$ cat src/nvac_pkg.sv
// Contract
// - Array accessed one byte per address value.
// - Read: address, clear selects, set read bit.
// - Data register holds fetched byte until replaced.
// - Write starts only after 55h, AAh, write bit.
// - Write bit refused unless write enable set.
// - Hardware never clears the write enable bit.
// - Clearing write enable never aborts a write.
// - Write end clears write bit, sets done flag.
// - Done flag stays set until software clears.
// - Power-up clears enable, timer blocks writes.
// - Processor reads work regardless of protection.
// - Protection low denies every non-processor access.
package nvac_pkg;

  // Clock rate and timing figures.
  localparam int unsigned CLK_FREQ_KHZ  = 125000;
  localparam int unsigned POWER_UP_TIMER_TIME_MS  = 64;
  localparam int unsigned POWER_UP_TIMER_CYCLES   = POWER_UP_TIMER_TIME_MS * CLK_FREQ_KHZ;
  localparam int unsigned WRITE_TIME_US = 4000;
  localparam int unsigned WRITE_CYCLES  = (WRITE_TIME_US * CLK_FREQ_KHZ + 999) / 1000;
  localparam int          CNT_W         = 24;

  // Widths of the array and of the register port.
  localparam int ADDR_W = 8;
  localparam int DATA_W = 8;
  localparam int REG_AW = 3;

  // Register offsets.
  localparam logic [REG_AW-1:0] OFS_ADDR   = 3'h0;
  localparam logic [REG_AW-1:0] OFS_DATA   = 3'h1;
  localparam logic [REG_AW-1:0] OFS_CTRL   = 3'h2;
  localparam logic [REG_AW-1:0] OFS_UNLOCK = 3'h3;
  localparam logic [REG_AW-1:0] OFS_STATUS = 3'h4;
  localparam logic [REG_AW-1:0] OFS_MASK   = 3'h5;

  // Control register fields.
  localparam int CTRL_RD   = 0;
  localparam int CTRL_WR   = 1;
  localparam int CTRL_WRITE_ENABLE_BIT = 2;
  localparam int CTRL_CONFIG_SPACE_SELECT = 6;
  localparam int CTRL_PGD  = 7;

  // Status and mask field.
  localparam int STAT_DONE = 0;

  // Unlock keys and reset values.
  localparam logic [DATA_W-1:0] UNLOCK_KEY1 = 8'h55;
  localparam logic [DATA_W-1:0] UNLOCK_KEY2 = 8'hAA;
  localparam logic [DATA_W-1:0] RST_BYTE    = 8'h00;

  // Unlock tracker states, Gray coded along the path.
  typedef enum logic [1:0] {
    NVAC_UL_IDLE  = 2'h0,
    NVAC_UL_KEY1  = 2'h1,
    NVAC_UL_ARMED = 2'h3
  } nvac_unlock_t;

endpackage : nvac_pkg

$ cat src/nvac_mem_if.sv
`timescale 1ns/10ps
`default_nettype none
// Port bundle between the access control and the byte array.
interface nvac_mem_if;
  import nvac_pkg::*;
  logic              re;
  logic              we;
  logic [ADDR_W-1:0] addr;
  logic [DATA_W-1:0] wdata;
  logic [DATA_W-1:0] rdata;
  modport ctrl (output re, output we, output addr, output wdata, input rdata);
  modport mem  (input re, input we, input addr, input wdata, output rdata);
endinterface : nvac_mem_if
`default_nettype wire

$ cat src/nvac_top.sv
// The address-and-strobe port and the placing of the registers were decided locally.
`timescale 1ns/10ps
`default_nettype none
module nvac_top
  import nvac_pkg::*;
#(
  parameter int unsigned POWER_UP_TIMER_CYCLES_P  = POWER_UP_TIMER_CYCLES,
  parameter int unsigned WRITE_CYCLES_P = WRITE_CYCLES
) (
  // Clock, reset and freeze.
  input  wire logic              clock,
  input  wire logic              nrst,
  input  wire logic              ce,
  // Register port.
  input  wire logic [REG_AW-1:0] reg_addr,
  input  wire logic [DATA_W-1:0] reg_wdata,
  input  wire logic              reg_wr,
  input  wire logic              reg_rd,
  output var  logic [DATA_W-1:0] reg_rdata,
  // Configuration bit, low means protected.
  input  wire logic              data_code_protect_n,
  // Non-processor access path.
  input  wire logic              ext_req,
  input  wire logic              ext_we,
  input  wire logic [ADDR_W-1:0] ext_addr,
  input  wire logic [DATA_W-1:0] ext_wdata,
  output var  logic              ext_ack,
  output var  logic              ext_denied,
  output var  logic [DATA_W-1:0] ext_rdata,
  // Interrupt.
  output var  logic              irq
);

  ////////////////////////////////////////////////////////////////////////////////
  // Declarations.

  nvac_mem_if mu ();

  logic              power_up_timer_busy;
  logic              cp_meta;
  logic              cp_sync;
  logic              prot;
  logic              bus_wr;
  logic              bus_rd;
  logic              addr_wr;
  logic              data_wr;
  logic              ctrl_wr;
  logic              unlock_acc;
  logic              status_wr;
  logic              mask_wr;
  logic              ul_expect;
  logic              ul_armed;
  logic              rd_go;
  logic              wr_go;
  logic              wr_done;
  logic              ext_go;
  logic              ext_deny;
  logic [ADDR_W-1:0] addr_reg;
  logic [DATA_W-1:0] data_reg;
  logic              data_src_mem;
  logic [DATA_W-1:0] data_view;
  logic              pgd_reg;
  logic              config_space_select_reg;
  logic              write_enable_bit_reg;
  logic              wr_bit;
  logic [CNT_W-1:0]  wcnt_reg;
  logic              done_flag;
  logic              mask_bit;
  logic              ext_ack_reg;
  logic              ext_denied_reg;
  logic [DATA_W-1:0] rdata_reg;
  logic [DATA_W-1:0] rdata_next;
  nvac_unlock_t      ul_state;
  nvac_unlock_t      ul_next;

  ////////////////////////////////////////////////////////////////////////////////
  // Leaf modules.

  nvac_mem u_mem (
    .clock (clock),
    .nrst  (nrst),
    .ce    (ce),
    .mp    (mu.mem)
  );

  nvac_power_up_timer #(
    .CYCLES (POWER_UP_TIMER_CYCLES_P)
  ) u_power_up_timer (
    .clock (clock),
    .nrst  (nrst),
    .ce    (ce),
    .busy  (power_up_timer_busy)
  );

  ////////////////////////////////////////////////////////////////////////////////
  // Protection pin and bus decode.

  // The configuration level comes from outside, so it is synchronised.
  always_ff @(posedge clock) begin
    if (!nrst) begin
      cp_meta <= 1'b0;
      cp_sync <= 1'b0;
    end else if (ce) begin
      cp_meta <= data_code_protect_n;
      cp_sync <= cp_meta;
    end
  end

  // Until the synchroniser settles after reset, the array counts as protected.
  assign prot       = ~cp_sync;
  assign bus_wr     = reg_wr & ce;
  assign bus_rd     = reg_rd & ce;
  assign addr_wr    = bus_wr && (reg_addr == OFS_ADDR);
  assign data_wr    = bus_wr && (reg_addr == OFS_DATA);
  assign ctrl_wr    = bus_wr && (reg_addr == OFS_CTRL);
  assign status_wr  = bus_wr && (reg_addr == OFS_STATUS);
  assign mask_wr    = bus_wr && (reg_addr == OFS_MASK);
  assign unlock_acc = (bus_wr || bus_rd) && (reg_addr == OFS_UNLOCK);

  ////////////////////////////////////////////////////////////////////////////////
  // Unlock tracker.

  // A unlock write counts only if it carries the key expected next.
  always_comb begin
    ul_expect = 1'b0;
    if (bus_wr && (reg_addr == OFS_UNLOCK)) begin
      if (ul_state == NVAC_UL_IDLE) begin
        ul_expect = (reg_wdata == UNLOCK_KEY1);
      end else if (ul_state == NVAC_UL_KEY1) begin
        ul_expect = (reg_wdata == UNLOCK_KEY2);
      end
    end
  end

  // Any other unlock access, and any control write, starts over.
  always_comb begin
    ul_next = ul_state;
    if (ctrl_wr) begin
      ul_next = NVAC_UL_IDLE;
    end else if (unlock_acc) begin
      case (ul_state)
        NVAC_UL_IDLE:  ul_next = ul_expect ? NVAC_UL_KEY1 : NVAC_UL_IDLE;
        NVAC_UL_KEY1:  ul_next = ul_expect ? NVAC_UL_ARMED : NVAC_UL_IDLE;
        default:       ul_next = NVAC_UL_IDLE;
      endcase
    end
  end

  // Tracker state; frozen with everything else while the enable is low.
  always_ff @(posedge clock) begin
    if (!nrst) begin
      ul_state <= NVAC_UL_IDLE;
    end else if (ce) begin
      ul_state <= ul_next;
    end
  end

  assign ul_armed = (ul_state == NVAC_UL_ARMED);

  ////////////////////////////////////////////////////////////////////////////////
  // Start conditions and array port.

  // Reads need both space selects clear; protection is not consulted.
  assign rd_go = ctrl_wr && reg_wdata[CTRL_RD] && !reg_wdata[CTRL_PGD] &&
                 !reg_wdata[CTRL_CONFIG_SPACE_SELECT] && !wr_bit;

  // The write bit only takes when armed, enabled and the timer is done.
  assign wr_go = ctrl_wr && reg_wdata[CTRL_WR] && ul_armed && write_enable_bit_reg && !wr_bit &&
                 !power_up_timer_busy && !reg_wdata[CTRL_PGD] && !reg_wdata[CTRL_CONFIG_SPACE_SELECT];

  // The outside path only gets the array when unprotected and idle.
  assign ext_deny = ext_req && prot && ce && !ext_ack_reg && !ext_denied_reg;
  assign ext_go   = ext_req && !prot && ce && !ext_ack_reg && !ext_denied_reg &&
                    !wr_bit && !rd_go && !wr_go;

  // The array is written at the start; the timer then models the cell time.
  assign mu.re    = rd_go || (ext_go && !ext_we);
  assign mu.we    = wr_go || (ext_go && ext_we);
  assign mu.addr  = (rd_go || wr_go) ? addr_reg : ext_addr;
  assign mu.wdata = wr_go ? data_view : ext_wdata;

  ////////////////////////////////////////////////////////////////////////////////
  // Address and data registers.

  // Address register, loaded by software before either access.
  always_ff @(posedge clock) begin
    if (!nrst) begin
      addr_reg <= RST_BYTE;
    end else if (addr_wr) begin
      addr_reg <= reg_wdata;
    end
  end

  // After a read the data register shows the array output directly, so the
  // byte is visible the very next cycle without a second copy.
  always_ff @(posedge clock) begin
    if (!nrst) begin
      data_reg     <= RST_BYTE;
      data_src_mem <= 1'b0;
    end else if (data_wr) begin
      data_reg     <= reg_wdata;
      data_src_mem <= 1'b0;
    end else if (rd_go) begin
      data_src_mem <= 1'b1;
    end else if (ext_go && !ext_we && data_src_mem) begin
      data_reg     <= mu.rdata;
      data_src_mem <= 1'b0;
    end
  end

  assign data_view = data_src_mem ? mu.rdata : data_reg;

  ////////////////////////////////////////////////////////////////////////////////
  // Control register.

  // Only software or reset ever changes the enable and select bits.
  always_ff @(posedge clock) begin
    if (!nrst) begin
      pgd_reg  <= 1'b0;
      config_space_select_reg <= 1'b0;
      write_enable_bit_reg <= 1'b0;
    end else if (ctrl_wr) begin
      pgd_reg  <= reg_wdata[CTRL_PGD];
      config_space_select_reg <= reg_wdata[CTRL_CONFIG_SPACE_SELECT];
      write_enable_bit_reg <= reg_wdata[CTRL_WRITE_ENABLE_BIT];
    end
  end

  // Write cycle timer; clearing the enable does not stop it.
  always_ff @(posedge clock) begin
    if (!nrst) begin
      wr_bit   <= 1'b0;
      wcnt_reg <= '0;
    end else if (ce) begin
      if (wr_go) begin
        wr_bit   <= 1'b1;
        wcnt_reg <= CNT_W'(WRITE_CYCLES_P - 1);
      end else if (wr_done) begin
        wr_bit   <= 1'b0;
      end else if (wr_bit) begin
        wcnt_reg <= wcnt_reg - 1'b1;
      end
    end
  end

  assign wr_done = ce && wr_bit && (wcnt_reg == '0);

  ////////////////////////////////////////////////////////////////////////////////
  // Interrupt status and mask.

  // The done flag is sticky; a completion in the clearing cycle wins.
  always_ff @(posedge clock) begin
    if (!nrst) begin
      done_flag <= 1'b0;
    end else if (wr_done) begin
      done_flag <= 1'b1;
    end else if (status_wr && reg_wdata[STAT_DONE]) begin
      done_flag <= 1'b0;
    end
  end

  // Mask register; polling software may leave it clear.
  always_ff @(posedge clock) begin
    if (!nrst) begin
      mask_bit <= 1'b0;
    end else if (mask_wr) begin
      mask_bit <= reg_wdata[STAT_DONE];
    end
  end

  assign irq = done_flag & mask_bit;

  ////////////////////////////////////////////////////////////////////////////////
  // Outside path answers.

  // One answer per request; the requester drops its request after it.
  always_ff @(posedge clock) begin
    if (!nrst) begin
      ext_ack_reg    <= 1'b0;
      ext_denied_reg <= 1'b0;
    end else if (ce) begin
      ext_ack_reg    <= ext_go;
      ext_denied_reg <= ext_deny;
    end
  end

  assign ext_ack    = ext_ack_reg;
  assign ext_denied = ext_denied_reg;
  assign ext_rdata  = mu.rdata;

  ////////////////////////////////////////////////////////////////////////////////
  // Register read-back.

  // Unmapped offsets and the unlock register read as zero.
  always_comb begin
    rdata_next = RST_BYTE;
    case (reg_addr)
      OFS_ADDR:   rdata_next = addr_reg;
      OFS_DATA:   rdata_next = data_view;
      OFS_CTRL: begin
        rdata_next[CTRL_PGD]  = pgd_reg;
        rdata_next[CTRL_CONFIG_SPACE_SELECT] = config_space_select_reg;
        rdata_next[CTRL_WRITE_ENABLE_BIT] = write_enable_bit_reg;
        rdata_next[CTRL_WR]   = wr_bit;
      end
      OFS_STATUS: rdata_next[STAT_DONE] = done_flag;
      OFS_MASK:   rdata_next[STAT_DONE] = mask_bit;
      default:    rdata_next = RST_BYTE;
    endcase
  end

  // Read data stand only in the cycle after the strobe.
  always_ff @(posedge clock) begin
    if (!nrst) begin
      rdata_reg <= RST_BYTE;
    end else if (ce) begin
      rdata_reg <= bus_rd ? rdata_next : RST_BYTE;
    end
  end

  assign reg_rdata = rdata_reg;
endmodule : nvac_top
`default_nettype wire

$ cat src/nvac_mem.sv
`timescale 1ns/10ps
`default_nettype none
module nvac_mem
  import nvac_pkg::*;
(
  // Clock, reset and freeze.
  input  wire logic clock,
  input  wire logic nrst,
  input  wire logic ce,
  // Array port.
  nvac_mem_if.mem   mp
);

  logic [DATA_W-1:0] array_q [2**ADDR_W];
  logic [DATA_W-1:0] rdata_reg;

  // Each access selects exactly one byte by its address.
  always_ff @(posedge clock) begin
    if (ce && mp.we) begin
      array_q[mp.addr] <= mp.wdata;
    end
  end

  // Read data is registered and kept until the next read.
  always_ff @(posedge clock) begin
    if (!nrst) begin
      rdata_reg <= RST_BYTE;
    end else if (ce && mp.re) begin
      rdata_reg <= array_q[mp.addr];
    end
  end

  assign mp.rdata = rdata_reg;

endmodule : nvac_mem
`default_nettype wire

$ cat src/nvac_power_up_timer.sv
`timescale 1ns/10ps
`default_nettype none
module nvac_power_up_timer
  import nvac_pkg::*;
#(
  parameter int unsigned CYCLES = POWER_UP_TIMER_CYCLES
) (
  // Clock, reset and freeze.
  input  wire logic clock,
  input  wire logic nrst,
  input  wire logic ce,
  // Timer still running.
  output var  logic busy
);

  logic [CNT_W-1:0] cnt_reg;
  logic             busy_reg;

  // Restarts on every reset; writes stay blocked until it expires.
  always_ff @(posedge clock) begin
    if (!nrst) begin
      cnt_reg  <= '0;
      busy_reg <= 1'b1;
    end else if (ce && busy_reg) begin
      if (cnt_reg == CNT_W'(CYCLES - 1)) begin
        busy_reg <= 1'b0;
      end else begin
        cnt_reg <= cnt_reg + 1'b1;
      end
    end
  end

  assign busy = busy_reg;

endmodule : nvac_power_up_timer
`default_nettype wire

$ cat config.mk
export PLATFORM = sky130hd
export DESIGN_NAME = nvac_top
export DESIGN_NICKNAME = d
export VERILOG_FILES = /design/src/nvac_pkg.sv /design/src/nvac_mem_if.sv /design/src/nvac_top.sv /design/src/nvac_mem.sv /design/src/nvac_power_up_timer.sv
export SDC_FILE = /design/constraint.sdc
export NUM_CORES = 2
export LEC_CHECK = 0
export ABC_CLOCK_PERIOD_IN_PS = 20900
export BUFFER_PORTS_ARGS = -buffer_cell sky130_fd_sc_hd__buf_4
export CELL_PAD_IN_SITES_DETAIL_PLACEMENT = 1
export CELL_PAD_IN_SITES_GLOBAL_PLACEMENT = 1
export CORE_AREA = 3 3 393 395
export CTS_CLUSTER_SIZE = 25
export DETAILED_ROUTE_END_ITERATION = 16
export DIE_AREA = 0 0 396 398
export PLACE_DENSITY_LB_ADDON = 0.08
export SYNTH_ARGS = -nofsm -noshare
export SYNTH_HDL_FRONTEND = slang
export SYNTH_SLANG_ARGS = --single-unit
$ cat constraint.sdc
create_clock -name clock -period 20.9 [get_ports clock]
set_input_delay 4.18 -clock clock [delete_from_list [all_inputs] [get_ports clock]]
set_output_delay 4.18 -clock clock [all_outputs]
set_load 0.01 [all_outputs]
### Word-level counts from Yosys, hierarchy flattened

Memory sizes are Yosys's and may differ from the RTL's. A register that Yosys moved wholly into a read port is not among the register bits.
Cells that the tools add are included.

* latch bits: 0
* bits of input ports: 35
* RAM bits: 2048
* flip-flop bits (word level): 86
* memories kept: 1
* ROM bits: 0

Memories
* u_mem.array_q: words 256, bits a word 8, rd ports 1, clocked after memory_dff 1, write ports 1, line nvac_mem.sv:14 `logic [DATA_W-1:0] array_q [2**ADDR_W];`

* bitwise gates (word level): 6
* multipliers: 0
* equality and inequality tests: 12
* $lt $le $gt $ge: 0
* $add $sub $neg: 2
* reduce and logical (&&, ||, !) cells: 68
* multiplexer cells: 30
* div/mod/pow operators: 0
* shift operators: 0

Operator list (number)
* 2-to-1 mux 24 bit: 3
* 2-to-1 mux 8 bit: 7
* logical AND 1 bit: 38
* adder 24 x 1 -> 24 bit, second input constant: 1
* == test 24 x 23 -> 1 bit, second input constant: 1
* logical NOT 24 bit: 1
* subtractor 24 x 1 -> 24 bit, second input constant: 1
* 2-to-1 mux 1 bit: 12
* case mux 2 bit (3 select lines): 2
* nonzero test 2 bit: 6
* logical NOT 1 bit: 10
* AND reduction 2 bit: 5
* == test 8 x 7 -> 1 bit, second input constant: 1
* == test 8 bit, second input constant: 1
* == test 3 x 2 -> 1 bit, second input constant: 2
* == test 3 bit, second input constant: 2
* 2-to-1 mux 2 bit: 3
* case mux 3 bit (2 select lines): 1
* logical OR 1 bit: 4
* inequality test 2 bit, second input constant: 2
* case mux 1 bit (4 select lines): 1
* case mux 2 bit (2 select lines): 1
* bitwise AND 1 bit: 3
* == test 3 x 1 -> 1 bit, second input constant: 1
* other kinds (7): 9

### Logic depth before layout (Yosys ltp)

* depth in word-level cells: 16
* depth in mapped cells: 16
* gate-level depth less buffers: 12

### Cells and area by module

A second synthesis with hierarchy kept.

* cell total of the unflattened synthesis: 4321
* area, all modules: 84406.0 sq um

Modules (own cells, without submodules)
* nvac_mem: instances 1, cells each 3794, seq. area each 61659.1 sq um, area each 79805.3 sq um
* nvac_top: instances 1, cells each 387, seq. area each 1221.2 sq um, area each 3343.2 sq um
* nvac_power_up_timer: instances 1, cells each 140, seq. area each 500.5 sq um, area each 1257.5 sq um

### Worst setup path before layout

OpenSTA, ideal clock, no wires.

* path type: input -> register
* start point: input port reg_wdata[6]
* end point: memory u_mem.array_q[0][1] (data pin)
* path buffers: 4
* data required time: 19321 ps
* slack: 6495 ps
* data arrival time: 12826 ps
* stages on the path: 9
* cells stage by stage: clkbuf_2 -> or3_4 -> nor3_4 -> buf_2 -> and3_1 -> clkbuf_1 -> clkbuf_1 -> nor2_1 -> a21oi_1

* cells in the longest elaborated chain, start to end: 3

RTL lines
* from (decl): line nvac_top.sv:16 `input wire logic [DATA_W-1:0] reg_wdata,`
* logical NOT 1 bit: line nvac_top.sv:169 `!power_up_timer_busy && !reg_wdata[CTRL_PGD] && !reg_wdata[CTRL_CONFIG_SPACE_SELECT];`
* logical AND 1 bit: line nvac_top.sv:169
* 2-to-1 mux 8 bit: line nvac_top.sv:180 `assign mu.wdata = wr_go ? data_view : ext_wdata;`
* via mu.wdata[1]: line nvac_mem_if.sv:9 `logic [DATA_W-1:0] wdata;`
* to (decl): line nvac_mem.sv:14

The timed path passes the listed nets, and every way through them passes these cells.

### Final worst setup path

* start point: input port reg_addr[0]
* end point: register u_mem.rdata_reg[4] (netlist: u_mem.mp.rdata[4]) (read register of u_mem.array_q)

* cells in the longest elaborated chain, start to end: 14
* elaborated cells between the ends (all ways): 22
* those cells by class: eq/ne: 1; mux: 1; reduce/logical: 20

RTL lines
* from (decl): line nvac_top.sv:15 `input wire logic [REG_AW-1:0] reg_addr,`
* == test 3 x 2 -> 1 bit *: line nvac_top.sv:115 `assign ctrl_wr = bus_wr && (reg_addr == OFS_CTRL);`
* logical AND 1 bit *: line nvac_top.sv:115
* logical AND 1 bit (5 in series): line nvac_top.sv:168 `assign wr_go = ctrl_wr && reg_wdata[CTRL_WR] && ul_armed && write_enable_bit_reg && !wr_bit &&`
* logical AND 1 bit (2 in series): line nvac_top.sv:169
* logical NOT 1 bit: line nvac_top.sv:174 `!wr_bit && !rd_go && !wr_go;`
* logical AND 1 bit: line nvac_top.sv:174
* logical AND 1 bit: line nvac_top.sv:177 `assign mu.re = rd_go || (ext_go && !ext_we);`
* logical OR 1 bit: line nvac_top.sv:177
* logical AND 1 bit: line nvac_mem.sv:28 `end else if (ce && mp.re) begin`
* to (decl): line nvac_mem.sv:15 `logic [DATA_W-1:0] rdata_reg;`

Mark *: on every way between the ends. The rest lies on a longest branch, timed or not.
A chain may end at the register's enable or synchronous reset.

==> reports/results.ini <==
[outcome]
status=finished, violations left
violations=max-capacitance violations, max-slew violations

[setup_path]
reg2reg_from=ul_state[0]
cp-start-kind=input port
rrSetupSlack_ns=14.29
cp_slowest_cell=buf_4
endpoint=u_mem.mp.rdata[4]
cp_common_cell=buf_4
startpoint=reg_addr[0]
crit_family=compound AO/OA/AOI/OAI gates
crit_path_cell_trace=buf_4 > nor2b_1 > and4_1 > a211o_4 > buf_4 > buf_4 > buf_4 > nand2_1 > and3_1 > a311oi_1 > a31oi_1 > o22ai_1 > o31ai_1 > a41oi_1
critPathMaxFanout=88
critPathBufInv=4
worstSetupEndpointType=flop
critical_path_class=in2reg
worstReg2RegEnd=u_mem.mp.rdata[4]
required_ns=21.68
cp_data_arrival_time_ns=10.65
r2r_cells=13
crit_cells=14
critPathMaxStageDelay_ns=0.86

[route]
antenna_left=0
viasPerCell=6.76
drt_iter0_drc=7919
drc_errors=0
wl_um=293000
vias=58687
wl_per_cell_um=33.7
first_pass_iters=8

[synthesis]
syn_inst=6489
yosysSeqAreaShare_pct=73.8
synthFlopType=edfxtp_1
synth_seq_cells=2142
synth_top_area_cell=edfxtp_1
netlist_top_cells_area=edfxtp_1 (72%), nand2_1 (7.2%), mux2i_1 (2.7%), nand3_1 (2.2%), dfxtp_1 (2.2%)
synthArstFlopShare_pct=0
netlist.area_leader.share_pct=71.6
yosysWarningCount=0
syn_area_per_cell_um2=13.2
post-synth-top-count-cell=edfxtp_1
synth_edf_count=2048
syn_area_mm2=0.0858
synthTopCellsByCount=edfxtp_1 (2,048), nand2_1 (1,657), nand3_1 (377), nor2_1 (377), clkbuf_1 (257)
syn-num-nets=6526
ys_types=76

[run]
cap_violations=1

[global_routing]
overflow=0
grt_max_degree=204
grt_antenna_before_repair=16
grt.total_usage_pct=36.8
grt_pass1_vias=60060
grt_pass1_wl_um=421000

[floorplan]
die_area_mm2=0.158
initial_core_util_pct=56.6
row_count=143
num_io_pins=54
core_area_mm2=0.152
die_w_um=396
die_h_um=398

[sta]
layout_min_cycle_time_ns=9.88
grt_setup_unrepaired=no
slew_headroom_pct=-3.61
worst_pin_slew_ns=1.54
period_share_pct=47.3
final_max_slew_viol_count=2
hold_viol_final=0
fmax_mhz=101
finalSetupViolations=0
clock_skew_ns=0.0248
fin_setup_tns_ns=0

[finish]
largest_reg_flops=2048
final_util_pct=62.9
drive_gt1_share_pct=8.65
fin_nets=6507
area_growth_pct=11.1

[cts]
path_clk_slew_ns=0.06
cts.sinks=2142
hold_buffers=0
clk_latency_ns=0.86
root_buffer=clkbuf_16
postCtsSetupRepairBufs=0
cts_inserted_buffers=213
ctsLongestPathBuffers=3
cts_tree=yes
htree_num_levels=4
postCtsResizedCells=0

[placed_design]
numPortBuffers=53
place_hpwl_um=177000
gp_routability_congestion=0.935

[power_and_ir_drop]
p_leak_nw=31.8
pwr_density_cell_mw_per_mm2=95.2
max-vdd-ir-drop_mv=0.102

[hold_path]
min_path_type=reg2reg

==> routing by layer <==
layer	part of all wire [%]	up-vias	wire length, um	track usage (%)
met5	0.061	-	179	0
met3	10	911	29400	8.75
met2	47	3540	138000	58.4
met1	36	30037	106000	46.3
li1	-	24191	-	-
met4	6.9	8	20100	22.0
==> final cells by class <==
cell class / count / area, um^2
clock inverter: 126 / 1300
timing repair buffer: 193 / 1590
antenna: 5 / 12.5
multi-input combinational: 3909 / 21000
clock buffer: 263 / 5540
tap: 2030 / 2540
inverter: 11 / 41.3
fill: 14276 / 56200
sequential: 2142 / 63400
==> placed cells by master, fill, tap and decap left out, types with 94 or more instances in the layout <==
master / synthesis / final
dfxtp_1: 94 / 94
clkbuf_16: 0 / 214
nor2_1: 377 / 365
buf_4: 7 / 182
nand2_1: 1657 / 1656
mux2i_1: 235 / 235
a21oi_1: 137 / 130
and3_1: 205 / 204
edfxtp_1: 2048 / 2048
a31oi_1: 100 / 100
a311oi_1: 167 / 165
nand3_1: 377 / 370
==> kinds of logic after synthesis <==
kind of cell | synth area share [%]
AND/OR/NAND/NOR | 14.5
flip-flops | 73.8
AO/OA/AOI/OAI | 6.32
buffers and inverters | 2.13
multiplexers | 2.81
XOR/XNOR | 0.388
adder cells (fa/ha/maj) | 0.0291
==> through the flow <==
| stage | hold WS (ns) | std cells | instance area [um^2] | setup WS (ns) | total power [mW] |
|---|---|---|---|---|---|
| 5_1_grt | 0.503 | 8674 | 95300 | 10.84 | 9.29 |
| 6_report | 0.483 | 8679 | 95400 | 11.02 | 9.08 |
| 3_3_place_gp | 0.456 | 8284 | 88500 | 10.69 | 5.30 |
| 3_5_place_dp | 0.475 | 8284 | 88500 | 10.52 | 5.32 |
| 2_1_floorplan | 0.442 | 6489 | 85800 | 6.49 | 5.11 |
| 4_1_cts | 0.485 | 8673 | 95300 | 11.41 | 9.08 |
==> report_power, final <==
| group | switching, mW | internal, mW |
|---|---|---|
| clock | 1.68 | 2.16 |
| sequential | 0.00146 | 4.70 |
| combinational | 0.425 | 0.124 |
==> worst min path at each step <==
| stage | from | to | slack, ns | depth (start not counted) |
|---|---|---|---|---|
| floorplan | addr_reg[0] | addr_reg[0] | 0.44 | 2 |
| global placement | wcnt_reg[5] | wcnt_reg[5] | 0.46 | 2 |
| detailed placement | config_space_select_reg | config_space_select_reg | 0.48 | 2 |
| CTS | config_space_select_reg | config_space_select_reg | 0.49 | 2 |
| global route | wcnt_reg[5] | wcnt_reg[5] | 0.50 | 2 |
| finish | wcnt_reg[5] | wcnt_reg[5] | 0.48 | 2 |
==> worst min-delay path: stages, from the launching register on <==
cell and delay, ns:
dfxtp_1 0.31, o31ai_1 0.06, a21oi_1 0.06
Note: power is estimated with default switching activity, not from simulation.
